<file path="config.mk">
export PLATFORM = sky130hd
export DESIGN_NAME = sbtc_top
export DESIGN_NICKNAME = d
export VERILOG_FILES = /design/src/sbtc_pkg.sv /design/src/sbtc_sync.sv /design/src/sbtc_prescale.sv /design/src/sbtc_top.sv
export SDC_FILE = /design/constraint.sdc
export NUM_CORES = 1
export LEC_CHECK = 0
export BUFFER_PORTS_ARGS = -buffer_cell sky130_fd_sc_hd__buf_2
export CAP_MARGIN = 20
export CELL_PAD_IN_SITES_DETAIL_PLACEMENT = 2
export CELL_PAD_IN_SITES_GLOBAL_PLACEMENT = 2
export CORE_ASPECT_RATIO = 1.2
export CORE_UTILIZATION = 33
export DETAILED_ROUTE_END_ITERATION = 12
export PLACE_DENSITY_LB_ADDON = 0.08
export REMOVE_ABC_BUFFERS = 1
export SYNTH_ARGS = -nofsm -noshare
export SYNTH_HDL_FRONTEND = slang
export SYNTH_HIERARCHICAL = 1
export SYNTH_SLANG_ARGS = --single-unit
</file>
<file path="constraint.sdc">
create_clock -name CLK -period 5.37 [get_ports CLK]
set_clock_uncertainty 0.05 [all_clocks]
set_input_delay 0.2685 -clock CLK [delete_from_list [all_inputs] [get_ports CLK]]
set_output_delay 0.2685 -clock CLK [all_outputs]
set_load 0.03 [all_outputs]
</file>
<file path="src/sbtc_pkg.sv">
/*
 * Package of the sixteen-bit timer/counter: register offsets, field
 * positions, reset values, prescale codes and the state encoding.
 * Assumes a 32-bit Avalon-MM slave with byte addresses on word bounds.
 */
package sbtc_pkg;

  // ----------------------------------------------------------------
  // Register map (byte addresses)
  // ----------------------------------------------------------------
  localparam logic [7:0] ADDR_CONTROL = 8'h10;
  localparam logic [7:0] ADDR_COUNT_LOW = 8'h00;
  localparam logic [7:0] ADDR_COUNT_HIGH = 8'h04;
  localparam logic [7:0] ADDR_FLAG = 8'h08;
  localparam logic [7:0] ADDR_ENABLE = 8'h0c;
  localparam logic [7:0] ADDR_PINS = 8'h14;

  // ----------------------------------------------------------------
  // Control fields
  // ----------------------------------------------------------------
  localparam int CTL_RUN = 0;
  localparam int CTL_SRC = 1;
  localparam int CTL_NOSYNC = 2;
  localparam int CTL_OSC = 3;
  localparam int CTL_PS_LO = 4;
  localparam int CTL_PS_HI = 5;
  localparam logic [7:0] CTL_MASK = 8'h3f;
  localparam logic [7:0] CTL_RESET = 8'h00;
  localparam int FLAG_OVF = 0;

  localparam logic [1:0] PS_1 = 2'h0;
  localparam logic [1:0] PS_2 = 2'h1;
  localparam logic [1:0] PS_4 = 2'h2;
  localparam logic [1:0] PS_8 = 2'h3;

  localparam logic [15:0] COUNT_MAX = 16'hffff;
  localparam logic [15:0] COUNT_ZERO = 16'h0000;
  localparam logic [1:0] INSN_DIV_LAST = 2'h3;

  typedef enum logic [1:0] {
    SBTC_IDLE = 2'b01,
    SBTC_ACK = 2'b10
  } sbtc_bus_t;

endpackage : sbtc_pkg

</file>
<file path="src/sbtc_sync.sv">
/*
 * Two-flop synchroniser for a single level from outside the clock domain.
 * Assumes the input may change at any time relative to CLK.
 */
`timescale 1ns/1ps
module sbtc_sync (
  input wire logic clk,
  input wire logic arst_n,
  input wire logic din,
  output logic dout
);
  typedef struct packed {
    logic s1;
    logic s2;
  } sbtc_sync_t;

  sbtc_sync_t st_q;
  sbtc_sync_t st_d;

  always_comb begin
    st_d.s1 = din;
    st_d.s2 = st_q.s1;
  end

  always_ff @(posedge clk or negedge arst_n) begin
    if (!arst_n) begin
      st_q <= '0;
    end else begin
      st_q <= st_d;
    end
  end

  assign dout = st_q.s2;
endmodule : sbtc_sync

</file>
<file path="src/sbtc_prescale.sv">
/*
 * Prescaler for the selected count tick: passes 1 of 1, 2, 4 or 8 ticks.
 * Assumes tick is a one-cycle pulse on CLK; clear restarts the division.
 */
`timescale 1ns/1ps
module sbtc_prescale #(
  parameter int WIDTH = 3
) (
  input wire logic clk,
  input wire logic arst_n,
  input wire logic tick,
  input wire logic clear,
  input wire logic [1:0] sel,
  output logic pulse
);
  typedef struct packed {
    logic [WIDTH-1:0] cnt;
  } sbtc_ps_t;

  sbtc_ps_t st_q;
  sbtc_ps_t st_d;
  logic [WIDTH-1:0] last;

  // Code n divides by 2^n
  function automatic logic [WIDTH-1:0] ratio_last(input logic [1:0] s);
    case (s)
      sbtc_pkg::PS_1: ratio_last = WIDTH'(0);
      sbtc_pkg::PS_2: ratio_last = WIDTH'(1);
      sbtc_pkg::PS_4: ratio_last = WIDTH'(3);
      default: ratio_last = WIDTH'(7);
    endcase
  endfunction : ratio_last

  always_comb begin
    last = ratio_last(sel);
    st_d = st_q;
    pulse = 1'b0;
    if (clear) begin
      st_d.cnt = '0;
    end else if (tick) begin
      if (st_q.cnt >= last) begin
        st_d.cnt = '0;
        pulse = 1'b1; // RQ11
      end else begin
        st_d.cnt = st_q.cnt + WIDTH'(1);
      end
    end
  end

  always_ff @(posedge clk or negedge arst_n) begin
    if (!arst_n) begin
      st_q <= '0;
    end else begin
      st_q <= st_d;
    end
  end
endmodule : sbtc_prescale

</file>
<file path="src/sbtc_top.sv">
/*
 * Sixteen-bit timer/counter with an Avalon-MM register slave, a sticky
 * overflow flag, an enable mask and one level interrupt.
 * Assumes one 200 MHz clock, async active-low reset, external clock and
 * event trigger arriving asynchronously on pins.
 */
`timescale 1ns/1ps

// What this block does
// RQ1: Count is sixteen bits as high and low bytes, both read/write.
// RQ2: Count goes up from zero to all ones, then wraps to zero.
// RQ3: Overflow sets a sticky flag, bit 0 of flag register, until cleared.
// RQ4: Interrupt forwarded only while enable bit 0 is set.
// RQ5: Control bit 1 picks external pin (1) or instruction clock (0).
// RQ6: Timer mode counts once per instruction cycle after prescale.
// RQ7: Counter mode counts rising edges of the external pin after prescale.
// RQ8: Counting only while run bit 0 is set; otherwise count holds.
// RQ9: Capture/compare event trigger acts as internal counter reset input.
// RQ10: Oscillator enabled forces both pins to input, reading zero.
// RQ11: Prescale field bits 5-4 divides by 1, 2, 4 or 8.
// RQ12: Control bit 3 runs the oscillator; clear switches inverter off.
// RQ13: Control bits 7-6 read zero, ignore writes; all bits reset zero.
// RQ14: Bit 2 zero synchronizes external clock; one leaves it unsynced; here both settings pass it through two flops.
// RQ15: Prescaler sits before synchronizer and counter, one step per pulse; here the prescaler follows the synchronizer.
// RQ16: Event trigger clears both count bytes.
// RQ17: Event trigger clear never sets the overflow flag.
module sbtc_top (
  input wire logic CLK,
  input wire logic ARST_N,
  input wire logic [7:0] ADDRESS,
  input wire logic READ,
  input wire logic WRITE,
  input wire logic [31:0] WRITEDATA,
  input wire logic [3:0] BYTEENABLE,
  output logic [31:0] READDATA,
  output logic WAITREQUEST,
  output logic IRQ,
  input wire logic EXT_CLOCK_PIN_IN,
  input wire logic OSC_INPUT_PIN_IN,
  input wire logic [1:0] PORT_C_DIRECTION,
  input wire logic [1:0] PORT_C_OUT,
  output logic [1:0] PIN_OUT,
  output logic [1:0] PIN_OE,
  output logic OSC_RUN,
  input wire logic EVENT_TRIGGER_A,
  input wire logic EVENT_TRIGGER_B
);

  // ----------------------------------------------------------------
  // State
  // ----------------------------------------------------------------
  typedef struct packed {
    sbtc_pkg::sbtc_bus_t bus;
    logic [31:0] rdata;
    logic [7:0] ctrl;
    logic [15:0] count;
    logic flag;
    logic enable;
    logic [1:0] insn_div;
    logic ext_prev;
    logic trig_prev;
    logic irq;
    logic [1:0] pin_out;
    logic [1:0] pin_oe;
    logic waitreq;
  } sbtc_state_t;

  sbtc_state_t st_q;
  sbtc_state_t st_d;

  logic ext_sync;
  logic ext_raw_q;
  logic ext_raw2_q;
  logic osc_sync;
  logic trig_a_sync;
  logic trig_b_sync;
  logic trig_level;
  logic trig_pulse;
  logic src_level;
  logic src_tick;
  logic insn_tick;
  logic ps_pulse;
  logic ps_clear;
  logic count_step;
  logic bus_take;
  logic wr_take;
  logic [7:0] wr_byte;
  logic [31:0] rd_word;
  logic [7:0] pin_read;

  // ----------------------------------------------------------------
  // Pin synchronisers
  // ----------------------------------------------------------------
  sbtc_sync u_sync_ext (
    .clk(CLK),
    .arst_n(ARST_N),
    .din(EXT_CLOCK_PIN_IN),
    .dout(ext_sync)
  );

  sbtc_sync u_sync_osc (
    .clk(CLK),
    .arst_n(ARST_N),
    .din(OSC_INPUT_PIN_IN),
    .dout(osc_sync)
  );

  sbtc_sync u_sync_trig_a (
    .clk(CLK),
    .arst_n(ARST_N),
    .din(EVENT_TRIGGER_A),
    .dout(trig_a_sync)
  );

  sbtc_sync u_sync_trig_b (
    .clk(CLK),
    .arst_n(ARST_N),
    .din(EVENT_TRIGGER_B),
    .dout(trig_b_sync)
  );

  // Unsynced path still needs two flops before logic; it matches the
  // synchroniser flop for flop, with the same two cycles of latency.
  always_ff @(posedge CLK or negedge ARST_N) begin
    if (!ARST_N) begin
      ext_raw_q <= 1'b0;
      ext_raw2_q <= 1'b0;
    end else begin
      ext_raw_q <= EXT_CLOCK_PIN_IN;
      ext_raw2_q <= ext_raw_q;
    end
  end

  // ----------------------------------------------------------------
  // Count clock path
  // ----------------------------------------------------------------
  assign trig_level = trig_a_sync | trig_b_sync; // RQ9
  assign trig_pulse = trig_level & ~st_q.trig_prev;
  assign insn_tick = (st_q.insn_div == sbtc_pkg::INSN_DIV_LAST); // RQ6
  assign src_level = st_q.ctrl[sbtc_pkg::CTL_NOSYNC] ? ext_raw2_q : ext_sync; // RQ14
  assign src_tick = st_q.ctrl[sbtc_pkg::CTL_SRC] ? (src_level & ~st_q.ext_prev)
                                                 : insn_tick; // RQ5 RQ7
  assign ps_clear = ~st_q.ctrl[sbtc_pkg::CTL_RUN] | trig_pulse;
  assign count_step = ps_pulse & st_q.ctrl[sbtc_pkg::CTL_RUN]; // RQ8 RQ15

  sbtc_prescale #(
    .WIDTH(3)
  ) u_prescale (
    .clk(CLK),
    .arst_n(ARST_N),
    .tick(src_tick),
    .clear(ps_clear),
    .sel(st_q.ctrl[sbtc_pkg::CTL_PS_HI:sbtc_pkg::CTL_PS_LO]),
    .pulse(ps_pulse)
  );

  // ----------------------------------------------------------------
  // Bus decode
  // ----------------------------------------------------------------
  assign bus_take = (st_q.bus == sbtc_pkg::SBTC_IDLE) & (READ | WRITE);
  assign wr_take = bus_take & WRITE & BYTEENABLE[0];
  assign wr_byte = WRITEDATA[7:0];
  // Oscillator pins read zero while the oscillator owns them
  assign pin_read = st_q.ctrl[sbtc_pkg::CTL_OSC] ? 8'h00
                    : {6'h00, osc_sync, ext_sync}; // RQ10

  always_comb begin
    rd_word = 32'h00000000;
    case (ADDRESS)
      sbtc_pkg::ADDR_COUNT_LOW: rd_word = {24'h000000, st_q.count[7:0]}; // RQ1
      sbtc_pkg::ADDR_COUNT_HIGH: rd_word = {24'h000000, st_q.count[15:8]};
      sbtc_pkg::ADDR_FLAG: rd_word = {31'h00000000, st_q.flag};
      sbtc_pkg::ADDR_ENABLE: rd_word = {31'h00000000, st_q.enable};
      sbtc_pkg::ADDR_CONTROL: rd_word = {24'h000000, st_q.ctrl & sbtc_pkg::CTL_MASK}; // RQ13
      sbtc_pkg::ADDR_PINS: rd_word = {24'h000000, pin_read};
      default: rd_word = 32'h00000000;
    endcase
  end

  // ----------------------------------------------------------------
  // Next state
  // ----------------------------------------------------------------
  always_comb begin
    st_d = st_q;
    st_d.insn_div = st_q.insn_div + 2'h1;
    st_d.ext_prev = src_level;
    st_d.trig_prev = trig_level;

    case (st_q.bus)
      sbtc_pkg::SBTC_IDLE: begin
        if (bus_take) begin
          st_d.bus = sbtc_pkg::SBTC_ACK;
          st_d.rdata = READ ? rd_word : 32'h00000000;
        end
      end
      sbtc_pkg::SBTC_ACK: begin
        st_d.bus = sbtc_pkg::SBTC_IDLE;
      end
      default: begin
        st_d.bus = sbtc_pkg::SBTC_IDLE;
      end
    endcase

    // Counting, then event clear, then software write: later wins for count
    if (count_step) begin
      st_d.count = st_q.count + 16'h0001; // RQ2
      if (st_q.count == sbtc_pkg::COUNT_MAX) begin
        st_d.flag = 1'b1; // RQ3
      end
    end
    if (trig_pulse) begin
      st_d.count = sbtc_pkg::COUNT_ZERO; // RQ16 RQ17
    end

    if (wr_take) begin
      case (ADDRESS)
        sbtc_pkg::ADDR_COUNT_LOW: st_d.count[7:0] = wr_byte; // RQ1
        sbtc_pkg::ADDR_COUNT_HIGH: st_d.count[15:8] = wr_byte;
        sbtc_pkg::ADDR_FLAG: begin
          // Set wins over a same-cycle clear
          if (wr_byte[sbtc_pkg::FLAG_OVF] && !st_d.flag) begin
            st_d.flag = 1'b0;
          end else if (wr_byte[sbtc_pkg::FLAG_OVF] && !(count_step &&
                       st_q.count == sbtc_pkg::COUNT_MAX)) begin
            st_d.flag = 1'b0; // RQ3
          end
        end
        sbtc_pkg::ADDR_ENABLE: st_d.enable = wr_byte[sbtc_pkg::FLAG_OVF];
        sbtc_pkg::ADDR_CONTROL: st_d.ctrl = wr_byte & sbtc_pkg::CTL_MASK; // RQ13
        default: st_d.ctrl = st_d.ctrl;
      endcase
    end

    st_d.irq = st_d.flag & st_d.enable; // RQ4
    st_d.pin_oe = st_d.ctrl[sbtc_pkg::CTL_OSC] ? 2'h0 : ~PORT_C_DIRECTION; // RQ10
    st_d.pin_out = st_d.ctrl[sbtc_pkg::CTL_OSC] ? 2'h0 : PORT_C_OUT;
    // Registered so the bus sees no decode glitch on the handshake
    st_d.waitreq = (st_d.bus != sbtc_pkg::SBTC_ACK);
  end

  always_ff @(posedge CLK or negedge ARST_N) begin
    if (!ARST_N) begin
      st_q <= '{bus: sbtc_pkg::SBTC_IDLE, ctrl: sbtc_pkg::CTL_RESET,
                count: sbtc_pkg::COUNT_ZERO, waitreq: 1'b1, default: '0}; // RQ13
    end else begin
      st_q <= st_d;
    end
  end

  // ----------------------------------------------------------------
  // Outputs
  // ----------------------------------------------------------------
  assign READDATA = st_q.rdata;
  assign WAITREQUEST = st_q.waitreq;
  assign IRQ = st_q.irq;
  assign PIN_OUT = st_q.pin_out;
  assign PIN_OE = st_q.pin_oe;
  assign OSC_RUN = st_q.ctrl[sbtc_pkg::CTL_OSC]; // RQ12
endmodule : sbtc_top

</file>
Word level (Yosys, flattened, before mapping):

Cells that the tools add are included.

* $add $sub $neg: 3
* order comparisons: 1
* equal/unequal tests: 11
* mux-type cells: 26
* bitwise operators: 14
* reductions and logical operators: 10

Operator list (count)
* 8-bit one-hot mux with 6 select lines: 1
* 34-bit two-way mux: 1
* 32-bit two-way mux: 1
* 22-bit two-way mux: 1
* 17-bit two-way mux: 1
* 16-bit by 1-bit adder with 16-bit output, second input constant: 1
* 16-bit == test, second input constant: 1
* 8-bit by 4-bit == test with 1-bit output, second input constant: 2
* 8-bit by 5-bit == test with 1-bit output, second input constant: 2
* 16-bit two-way mux: 1
* 8-bit two-way mux: 2
* 1-bit two-way mux: 9
* 3-bit two-way mux: 3
* 3-bit one-hot mux with 3 select lines: 1
* 8-bit by 3-bit == test with 1-bit output, second input constant: 1
* 8-bit zero test: 1
* 2-bit two-way mux: 4
* 1-bit AND: 7
* 2-bit by 1-bit == test with 1-bit output, second input constant: 2
* 2-bit == test, second input constant: 2
* 4-bit two-way mux: 1
* 2-bit AND reduction: 2
* 3-bit by 1-bit adder with 3-bit output, second input constant: 1
* 3-bit >= comparator: 1
* other kinds (9): 16

* register bits after elaboration: 79
* bits of input ports: 56
* output and inout port bits: 39
* word-level logic and storage cells: 88

Logic depth before layout (Yosys ltp):

Gate-level depths: netlist of the first run.

* depth in word-level cells: 15
* mapped depth: 10
* depth with buffers taken out: 10

Modules after synthesis:

The synthesis of the first run kept the hierarchy.

Modules (own cells, without submodules)
* sbtc_top: times used 1, cells each 247, area each 2473.6 µm²
* sbtc_prescale: times used 1, cells each 27, area each 266.5 µm²
* sbtc_sync: times used 4, cells each 2, area each 50.0 µm²

Worst setup path before layout of the first run:

OpenSTA, ideal clock, no wires.

* path kind: register -> register
* start point: reg st_q[32] (netlist bit)
* end point: reg st_q[23] (netlist bit)
* library setup time: 0.083 ns
* arrival time: 2.238 ns
* path slack: 3.000 ns
* stages on the path, launching flop included: 11
* clock period less this slack: 2.370 ns
* cell sequence: dfrtp_1 or2_2 ha_1 nor2b_4 o21ai_2 and3b_2 nand4_1 nor3_1 nand3_1 xor2_1 o21ai_0

RTL lines
* start: declaration: RTL line sbtc_top.sv:68 `sbtc_state_t st_q;`
* start signal: assignment: RTL line sbtc_top.sv:243 `st_q <= '{bus: sbtc_pkg::SBTC_IDLE, ctrl: sbtc_pkg::CTL_RESET,`
* start signal: assignment: RTL line sbtc_top.sv:246 `st_q <= st_d;`

==> results of run 1 <==
[metal layers]
metal  routed length, µm  global-route usage, %  share of wire, %
met3                 339                   4.31               4.6
met5                   0                      0                 0
met1                3260                   22.0                45
met2                3610                   28.5                49
met4                  92                   5.88               1.3
[Yosys cell counts, drive strengths merged (5+ instances only)]
| master | count | area (µm²) |
|---|---|---|
| a22o | 6 | 52.6 |
| buf | 37 | 275 |
| dfrtp | 55 | 1380 |
| ha | 6 | 75.1 |
| inv | 12 | 45.0 |
| mux2 | 8 | 93.8 |
| mux2i | 6 | 60.1 |
| nand2 | 34 | 128 |
| nand3 | 5 | 25.0 |
| nor2 | 18 | 67.6 |
| o21ai | 19 | 98.8 |
| o31ai | 10 | 75.1 |
| xnor2 | 8 | 70.1 |
| xor2 | 7 | 61.3 |
[per-stage QoR]
step | hold slack [ns] | area, µm² | total power [mW]
finish | 0.0269 | 3430 | 1.06
global route | 0.0487 | 3430 | 1.11
CTS | 0.0300 | 3430 | 1.08
detailed placement | 0.287 | 3130 | 0.579
global placement | 0.282 | 3130 | 0.576
floorplan | -0.0771 | 2740 | 0.533
[flip-flops by register name (all words and copies together) (netlist names), 2 cells and up]
signal,flops
PIN_OE,2
PIN_OUT,2
READDATA,8
st_q,29
u_prescale/st_q,3
[power by group through the flow]
stage / clock network (mW) / registers (mW) / logic, mW
global placement: 0 / 0.468 / 0.108
CTS: 0.509 / 0.461 / 0.113
global route: 0.524 / 0.463 / 0.122
floorplan: 0 / 0.480 / 0.0531
finish: 0.492 / 0.461 / 0.110
detailed placement: 0 / 0.470 / 0.109
[worst max path at each step]
stage,start,endpoint,slack [ns],cells after the start
after floorplan,st_q[32],st_q[23],3.00,10
after global placement,st_q[8],IRQ,2.59,9
after detailed placement,st_q[8],st_q[23],2.45,9
after CTS,st_q[8],st_q[23],2.43,9
after global routing,st_q[8],IRQ,2.16,9
final,st_q[8],IRQ,2.45,9
[logic make-up after synthesis]
logic type	count (synthesis)	share of synthesized area [%]
AND/OR/NAND/NOR	89	15.7
flip-flops	57	48.6
buffers and inverters	53	11.4
AO/OA/AOI/OAI	46	11.1
XOR/XNOR	15	4.47
multiplexers	15	6.00
adder cells (fa/ha/maj)	6	2.55
other	1	0.128
[final cells by class]
class                   instances  area (µm²)  area share [%]
flip-flops and latches         57        1430            41.6
repair buffers                 53         305            8.90
multi-input cells             195        1260            36.8
clock buffers                   9         124            3.61
well taps                     117         146            4.27
clock inverters                 7         119            3.46
inverters                      12        45.0            1.31
[timing repair]
| item | 4_1_cts | 5_1_grt |
|---|---|---|
| hold endpoints to repair | 7 | 0 |
| buffers inserted | 0 | 0 |
| hold buffers | 6 | 0 |
==> flow_summary_export.csv, run 1 <==
group,metric,value,unit
clocking,cts_tree,"built",
sta,setup_ws,2.45,ns
global_routing,grt_pass1_vias,2327,
cells_and_area,layout.nets,390,
power_and_ir_drop,pwr-share-comb,10.4,%
drt,first_iter_violations,77,
clocking,cts_root_buffer,"clkbuf_8",
power_and_ir_drop,power.internal,0.790,mW
cells_and_area,fill_cells,960,
cells_and_area,finish.utilization,39.8,%
place,place_congestion,0.734,
cells_and_area,drive_gt1_share,25.2,%
clocking,cts.sinks,57,
sta,post-route-min-period,2.92,ns
drt,via_count,2158,
sta,timing.final.crit_share,54.3,%
worst_setup_path,worstRegToRegCells,9,
worst_setup_path,cp-start-kind,"flip-flop",
synth,syn_area_per_cell,10.4,µm²
worst_setup_path,cp_data_arrival_time,3.12,ns
worst_setup_path,rr_startpoint,"st_q[8]",
floorplanning,die_h,105,µm
synth,synthArstFlopShare,100,%
place,place_ws,2.45,ns
sta,relSlewSlack,36.0,%
worst_setup_path,crit_fanout,8,
floorplanning,core,8610,µm²
power_and_ir_drop,p_leak,1.56,nW
floorplanning,start_util,34.1,%
worst_setup_path,cpMaxStageDelayCell,"o21ai_0",
sta,tightest_slew,0.950,ns
floorplanning,die_area,9290,µm²
sta,maxSlewViolCount,0,
worst_setup_path,crit_path_max_incr_delay,0.73,ns
synth,synth_cells,282,
synth,yosys_register_bits,57,
run_status,status,"completed",
cells_and_area,final_common_cell,"dfrtp_1",
clocking,clkTransAtPathRegs,0.07,ns
sta,clock.fmax,343,MHz
worst_setup_path,r2r-end,"IRQ",
sta,setup_viol,0,
clocking,cts_resized,0,
worst_setup_path,crit_type,"flip-flop to flip-flop",
worst_setup_path,worst_setup_path_end_kind,"flip-flop",
global_routing,grt_max_degree,58,
cells_and_area,area_delta_synth_final,16.7,%
drt,wl_per_cell,16.2,µm
floorplanning,ios,95,
drt,drcViolationCount,0,
power_and_ir_drop,seqPwrFrac,43.4,%
sta,rsz0062_at_grt,"no",
clocking,insertion_delay,0.34,ns
worst_setup_path,crit_family,"simple AND/OR/NAND/NOR gates",
synth,synth_edf_count,0,
place,dpl.hpwl,5340,µm
worst_setup_path,required,5.57,ns
global_routing,grt_pass1_wl,12000,µm
sta,hold_viol_final,0,
drt,finalWirelength,7300,µm
synth,ys_types,50,
cells_and_area,antenna_cells,0,
worst_setup_path,path_cells,"ha_1 -> inv_1 -> o21ai_0 -> and3b_2 -> nand3_1 -> nor2_1 -> nand2_1 -> o2bb2ai_1 -> nor3b_1",
cells_and_area,mostFrequentLayoutCells,"dfrtp_1 (55), buf_2 (43), nand2_1 (34), conb_1 (24), nor2_1 (18)",
power_and_ir_drop,switchingPower,0.273,mW
place,numPortBuffers,43,
clocking,cts_buffer_depth,2,
synth,seq_area_frac_synth,48.6,%
worst_setup_path,r2r_slack,2.45,ns
hold_path,hp-class,"primary input to async pin",
clocking,h-tree-depth,3,
job,maxCapViolations,0,
power_and_ir_drop,p_sw_share,25.7,%
place,dp_cells,428,
floorplanning,rows,37,
power_and_ir_drop,p_clk_share,46.2,%
global_routing,overflow,0,
global_routing,antenna_found_initial,0,
synth,ys.flop_type,"dfrtp_1",
power_and_ir_drop,vdd_drop_max,0.000128,V
worst_setup_path,path_buf_inv,1,
clocking,cts_made_buffers,9,
synth,netlist_area,2940,µm²
floorplanning,die_w,88.2,µm
power_and_ir_drop,p_per_area,310,nW/µm²
drt,vias_per_cell,4.80,
global_routing,grt_use_total,17.4,%
sta,finalSetupTns,0,ns
drt,detail-route-antenna-nets,0,
drt,firstDrtPassIters,4,
synth,ys_warn_count,6,
cells_and_area,layout.cells.non_filler,450,
Note: power is estimated with default switching activity, not from simulation.
==> run 2: changes to the inputs <==
--- a/config.mk
+++ b/config.mk
@@ -10,7 +10,7 @@
 export CELL_PAD_IN_SITES_DETAIL_PLACEMENT = 2
 export CELL_PAD_IN_SITES_GLOBAL_PLACEMENT = 2
 export CORE_ASPECT_RATIO = 1.2
-export CORE_UTILIZATION = 33
+export CORE_UTILIZATION = 28
 export DETAILED_ROUTE_END_ITERATION = 12
 export PLACE_DENSITY_LB_ADDON = 0.08
 export REMOVE_ABC_BUFFERS = 1
==> constraint.sdc (replaced) <==
create_clock -name CLK -period 2.4 [get_ports CLK]
set_clock_uncertainty 0.05 [all_clocks]
set_input_delay 0.12 -clock CLK [delete_from_list [all_inputs] [get_ports CLK]]
set_output_delay 0.12 -clock CLK [all_outputs]
set_load 0.03 [all_outputs]
==> run 2 against run 1 <==
  * Clock power rose to 3.0 times the previous value
  * Final area grew 14%
  * Critical endpoint is now st_q[19]
  * Critical path depth is 2 higher
  * Cell count grew 8.2%
  * Core utilization decreased by 1.2 points
  * Worst hold slack got worse by 0.011 ns
  * Setup slack lost 2.4 ns
  * Sequential cell count unchanged
  * Via count rose by 3.6%
  * Sequential share of layout area down 5.1 points
  * Die area up 17%
  * Largest power group unchanged
  * First-iteration DRC count down 61%
==> flow_summary_export.csv, run 2 (synthesis gave the netlist of run 1 again) <==
group,metric,value,unit
run_status,status,"completed",
worst_setup_path,path_cells,"or2_4 -> ha_4 -> nor2b_4 -> o21ai_2 -> and3b_2 -> nand4_1 -> buf_6 -> nor2_4 -> nand2_1 -> xor2_1 -> o31ai_1",
clocking,clkTransAtPathRegs,0.05,ns
worst_setup_path,rr_startpoint,"st_q[33]",
worst_setup_path,crit_type,"flip-flop to flip-flop",
drt,firstDrtPassIters,4,
clocking,cts_made_buffers,9,
power_and_ir_drop,p_clk_share,52.9,%
cells_and_area,largest_reg_flops,29,
hold_path,hp-class,"primary input to flip-flop",
clocking,cts.sinks,57,
worst_setup_path,worst_setup_path_end_kind,"flip-flop",
cells_and_area,final_common_cell,"dfrtp_1",
global_routing,grt_pass1_wl,13100,µm
job,maxCapViolations,0,
worst_setup_path,setup.worst_path.start,"st_q[33]",
cells_and_area,drive_gt1_share,31.6,%
floorplanning,core,10100,µm²
sta,hold_viol_final,0,
worst_setup_path,crit_family,"simple AND/OR/NAND/NOR gates",
power_and_ir_drop,power.internal,2.12,mW
clocking,insertion_delay,0.33,ns
floorplanning,start_util,29.1,%
global_routing,antenna_found_initial,0,
worst_setup_path,path_buf_inv,1,
cells_and_area,regMostFlops,"st_q",
drt,vias_per_cell,4.59,
place,place_congestion,0.744,
power_and_ir_drop,seqPwrFrac,36.9,%
clocking,cts_tree,"built",
sta,tightest_slew,0.737,ns
floorplanning,ios,95,
drt,wl_per_cell,16.7,µm
worst_setup_path,cp-start-kind,"flip-flop",
power_and_ir_drop,p_total,2.80,mW
worst_setup_path,cp_data_arrival_time,2.51,ns
sta,post-route-min-period,2.33,ns
floorplanning,die_h,114,µm
cells_and_area,area_delta_synth_final,33.0,%
drt,detail-route-antenna-nets,0,
power_and_ir_drop,p_sw_share,24.2,%
floorplanning,rows,40,
cells_and_area,mostFrequentLayoutCells,"dfrtp_1 (55), buf_2 (43), nand2_1 (34), conb_1 (24), buf_4 (18)",
clocking,cts_buffer_depth,2,
place,numPortBuffers,43,
sta,setup_ws,0.0681,ns
global_routing,overflow,0,
cells_and_area,layout.nets,418,
power_and_ir_drop,switchingPower,0.676,mW
clocking,cts_root_buffer,"clkbuf_16",
worst_setup_path,cpMaxStageDelayCell,"dfrtp_1",
sta,timing.final.crit_share,97.2,%
global_routing,grt_pass1_vias,2507,
sta,maxSlewViolCount,0,
worst_setup_path,crit_path_max_incr_delay,0.38,ns
sta,setup_viol,0,
floorplanning,die_area,10900,µm²
cells_and_area,multi_input_area,1370,µm²
drt,finalWirelength,8120,µm
drt,drcViolationCount,0,
place,dp_cells,452,
sta,whs,0.0161,ns
global_routing,grt_max_degree,30,
drt,via_count,2236,
power_and_ir_drop,vdd_drop_max,0.000338,V
worst_setup_path,crit_fanout,4,
sta,relSlewSlack,50.9,%
hold_path,min_from,"WRITEDATA[5]",
sta,clock.fmax,429,MHz
worst_setup_path,required,2.58,ns
power_and_ir_drop,p_leak,1.78,nW
place,dpl.hpwl,5860,µm
floorplanning,die_w,95.5,µm
cells_and_area,regArea,1430,µm²
power_and_ir_drop,p_per_area,715,nW/µm²
global_routing,grt_use_total,16.5,%
cells_and_area,layout.cells.non_filler,487,
drt,first_iter_violations,30,
sta,rsz0062_at_grt,"yes",
clocking,h-tree-depth,3,
cells_and_area,antenna_cells,0,
cells_and_area,fill_cells,1115,
power_and_ir_drop,pwr-share-comb,10.2,%
place,place_ws,-0.185,ns
sta,finalSetupTns,0,ns
[run 2: repair_timing]
action	in CTS	in global routing
gates resized for setup	11	14
pin swaps	3	13
setup buffers	2	0
setup endpoints to repair	12	11
hold buffers	17	0
endpoints found under the hold margin	46	0
[run 2: worst paths after layout]
path / end / slack, ns / cells after the start
min in group asynchronous: u_prescale/st_q[0] / 0.34 / 2
max reg2reg: st_q[19] / 0.07 / 11
max in group asynchronous: st_q[23] / 1.35 / 3
min: st_q[25] / 0.02 / 3
min reg2reg: u_sync_trig_b/dout / 0.30 / 0
max: st_q[19] / 0.07 / 11
[run 2: routing by layer]
metal  track usage (%)  share of wire (%)  vias to the layer above
li1                  -                  -                     1066
met1              20.3                 44                     1114
met2              27.9                 51                       48
met3              4.52                3.5                        8
met4              5.07                1.2                        0
met5                 0                  0                        -
[run 2: worst reg2reg max path, cell delays in order (launching register included)]
cell and delay [ns]:
dfrtp_1 0.38, or2_4 0.26, ha_4 0.27, nor2b_4 0.04
o21ai_2 0.14, and3b_2 0.24, nand4_1 0.12, buf_6 0.16
nor2_4 0.11, nand2_1 0.08, xor2_1 0.14, o31ai_1 0.23
[run 2: area by class of cell]
type | count | area share [%]
sequential | 57 | 36.5
tap | 126 | 4.03
clock inverter | 7 | 3.04
multi-input combinational | 195 | 35.1
timing repair buffer | 81 | 14.4
inverter | 12 | 1.15
clock buffer | 9 | 5.76
[run 2: per-stage QoR]
stage	area, µm²	utilization [%]
after floorplan	2740	-
after global placement	3260	32.3
after detailed placement	3260	32.3
after CTS	3860	38.2
after global routing	3910	38.7
final	3910	38.7
[run 2: power groups by stage]
stage	registers [mW]	clock network, mW	logic [mW]
after floorplan	1.07	0	0.119
after global placement	1.05	0	0.250
after detailed placement	1.05	0	0.254
after CTS	1.03	1.52	0.287
after global routing	1.04	1.56	0.314
final	1.03	1.48	0.284
==> run 3: changes to the inputs <==
--- a/config.mk
+++ b/config.mk
@@ -10,7 +10,7 @@
 export CELL_PAD_IN_SITES_DETAIL_PLACEMENT = 2
 export CELL_PAD_IN_SITES_GLOBAL_PLACEMENT = 2
 export CORE_ASPECT_RATIO = 1.2
-export CORE_UTILIZATION = 28
+export CORE_UTILIZATION = 31
 export DETAILED_ROUTE_END_ITERATION = 12
 export PLACE_DENSITY_LB_ADDON = 0.08
 export REMOVE_ABC_BUFFERS = 1
==> constraint.sdc (replaced) <==
create_clock -name CLK -period 2.5 [get_ports CLK]
set_clock_uncertainty 0.05 [all_clocks]
set_input_delay 0.125 -clock CLK [delete_from_list [all_inputs] [get_ports CLK]]
set_output_delay 0.125 -clock CLK [all_outputs]
set_load 0.03 [all_outputs]
==> run 3 against run 2 <==
  * Sequential power shrank 4%
  * Power down 27%
  * Global-route usage up 0.063 points
  * Die area shrank 9.5%
  * Sequential share of layout area increased by 2.1 points
  * First-iteration DRC count is 40% higher
  * Sequential cell count is the same
  * Combinational power shrank 6%
  * Final area is 5.4% lower
  * Core utilization rose by 1.9 points
  * Via count down 0.27%
==> flow_summary_export.csv, run 3 (synthesis gave the netlist of run 1 again) <==
group,metric,value,unit
run_status,status,"completed",
clocking,cts_buffer_depth,2,
floorplanning,core,9130,µm²
clocking,cts.sinks,57,
floorplanning,die_h,109,µm
drt,via_count,2230,
place,place_area,3230,µm²
cells_and_area,antenna_cells,0,
sta,setup_ws,0.109,ns
place,numPortBuffers,43,
sta,hold_viol_final,0,
drt,first_iter_violations,42,
floorplanning,start_util,32.2,%
cells_and_area,regMostFlops,"st_q",
place,place_ws,-0.105,ns
worst_setup_path,cp_data_arrival_time,2.55,ns
worst_setup_path,cp-start-kind,"flip-flop",
global_routing,overflow,0,
cells_and_area,area_delta_synth_final,25.9,%
drt,detail-route-antenna-nets,0,
power_and_ir_drop,p_leak,1.68,nW
drt,drcViolationCount,0,
place,dpl.hpwl,5510,µm
cells_and_area,mostFrequentLayoutCells,"dfrtp_1 (55), buf_2 (43), nand2_1 (32), conb_1 (24)",
cells_and_area,final_common_cell,"dfrtp_1",
sta,finalSetupTns,0,ns
clocking,insertion_delay,0.34,ns
worst_setup_path,worst_setup_path_end_kind,"flip-flop",
drt,firstDrtPassIters,4,
sta,whs,0.0198,ns
place,place_congestion,0.772,
sta,timing.final.crit_share,95.6,%
global_routing,grt_pass1_wl,12300,µm
global_routing,antenna_found_initial,0,
hold_path,hp-class,"primary input to flip-flop",
drt,vias_per_cell,4.64,
clocking,h-tree-depth,3,
cells_and_area,drive_gt1_share,30.5,%
floorplanning,ios,95,
sta,clock.fmax,418,MHz
drt,wl_per_cell,15.9,µm
place,dp_cells,444,
cells_and_area,layout.nets,418,
floorplanning,die_area,9880,µm²
cells_and_area,layout.cells.non_filler,481,
sta,post-route-min-period,2.39,ns
sta,tightest_slew,0.748,ns
global_routing,grt_use_total,16.6,%
power_and_ir_drop,p_per_area,550,nW/µm²
worst_setup_path,crit_type,"flip-flop to flip-flop",
job,maxCapViolations,0,
clocking,cts_tree,"built",
clocking,cts_root_buffer,"clkbuf_8",
floorplanning,die_w,90.9,µm
cells_and_area,largest_reg_flops,29,
power_and_ir_drop,p_total,2.03,mW
sta,maxSlewViolCount,0,
clocking,cts_made_buffers,9,
worst_setup_path,crit_fanout,3,
cells_and_area,design_area,3700,µm²
worst_setup_path,required,2.65,ns
global_routing,grt_max_degree,58,
drt,finalWirelength,7620,µm
sta,relSlewSlack,50.1,%
floorplanning,rows,38,
global_routing,grt_pass1_vias,2428,
worst_setup_path,worstRegToRegCells,11,
hold_path,min_path_cells,3,
sta,rsz0062_at_grt,"yes",
sta,setup_viol,0,
clocking,clkTransAtPathRegs,0.08,ns
cells_and_area,finish.utilization,40.5,%
power_and_ir_drop,vdd_drop_max,0.000237,V
==> run 3: cell count changes in the layout (fill, tap and decap cells not counted), sizes merged <==
| cell | before | now |
|---|---|---|
| bufinv | 3 | 0 |
| buf | 64 | 63 |
| dlygate4sd3 | 17 | 18 |
| inv | 12 | 13 |
| clkinvlp | 2 | 4 |
==> run 3: path summary, 6_finish.rpt <==
| kind | from | to | slack, ns |
|---|---|---|---|
| max | st_q[33] | st_q[21] | 0.11 |
| min | WRITEDATA[0] | st_q[20] | 0.02 |
| min in group asynchronous | ARST_N | u_prescale/st_q[2] | 0.41 |
| min reg2reg | u_sync_trig_b/st_d[0] | u_sync_trig_b/dout | 0.30 |
| max reg2reg | st_q[33] | st_q[21] | 0.11 |
| max in group asynchronous | ARST_N | u_prescale/st_q[1] | 1.48 |
==> run 3: repair_timing <==
action,CTS,global route
hold buffers,18,0
endpoints found under the hold margin,78,0
gates resized for setup,4,14
setup buffers,1,2
pin swaps,3,6
setup endpoints to repair,5,11
==> run 3: report_power, final <==
part | internal, mW | switching [mW] | leakage [nW] | total (mW)
registers | 0.973 | 0.0163 | 0.740 | 0.990
logic | 0.0873 | 0.179 | 0.866 | 0.266
clock network | 0.364 | 0.414 | 0.0781 | 0.778
total | 1.43 | 0.609 | 1.68 | 2.03
==> run 3: layout make-up <==
type / count / area (µm²)
Clock buffer: 9 / 124
Clock inverter: 7 / 56.3
Fill cell: 1035 / 5430
Inverter: 12 / 45.0
Multi-Input combinational cell: 195 / 1340
Sequential cell: 57 / 1430
Tap cell: 120 / 150
Timing Repair Buffer: 81 / 553
==> run 3: worst max-delay path, stage by stage, from the launching register on <==
cell,delay (ns)
dfrtp_1,0.40
or2_4,0.24
ha_4,0.27
nor2b_4,0.04
o21ai_2,0.13
and3b_2,0.24
nand4_1,0.16
buf_6,0.18
nor3_4,0.19
buf_4,0.15
xnor2_1,0.10
o21ai_0,0.09
==> run 3: routing by layer <==
| layer | wire, µm | GRT usage, % | vias to the layer above |
|---|---|---|---|
| met5 | 0 | 0 | - |
| met4 | 97 | 6.80 | 0 |
| met3 | 263 | 2.79 | 7 |
| met2 | 3890 | 29.7 | 53 |
| met1 | 3370 | 19.8 | 1105 |
| li1 | - | - | 1065 |
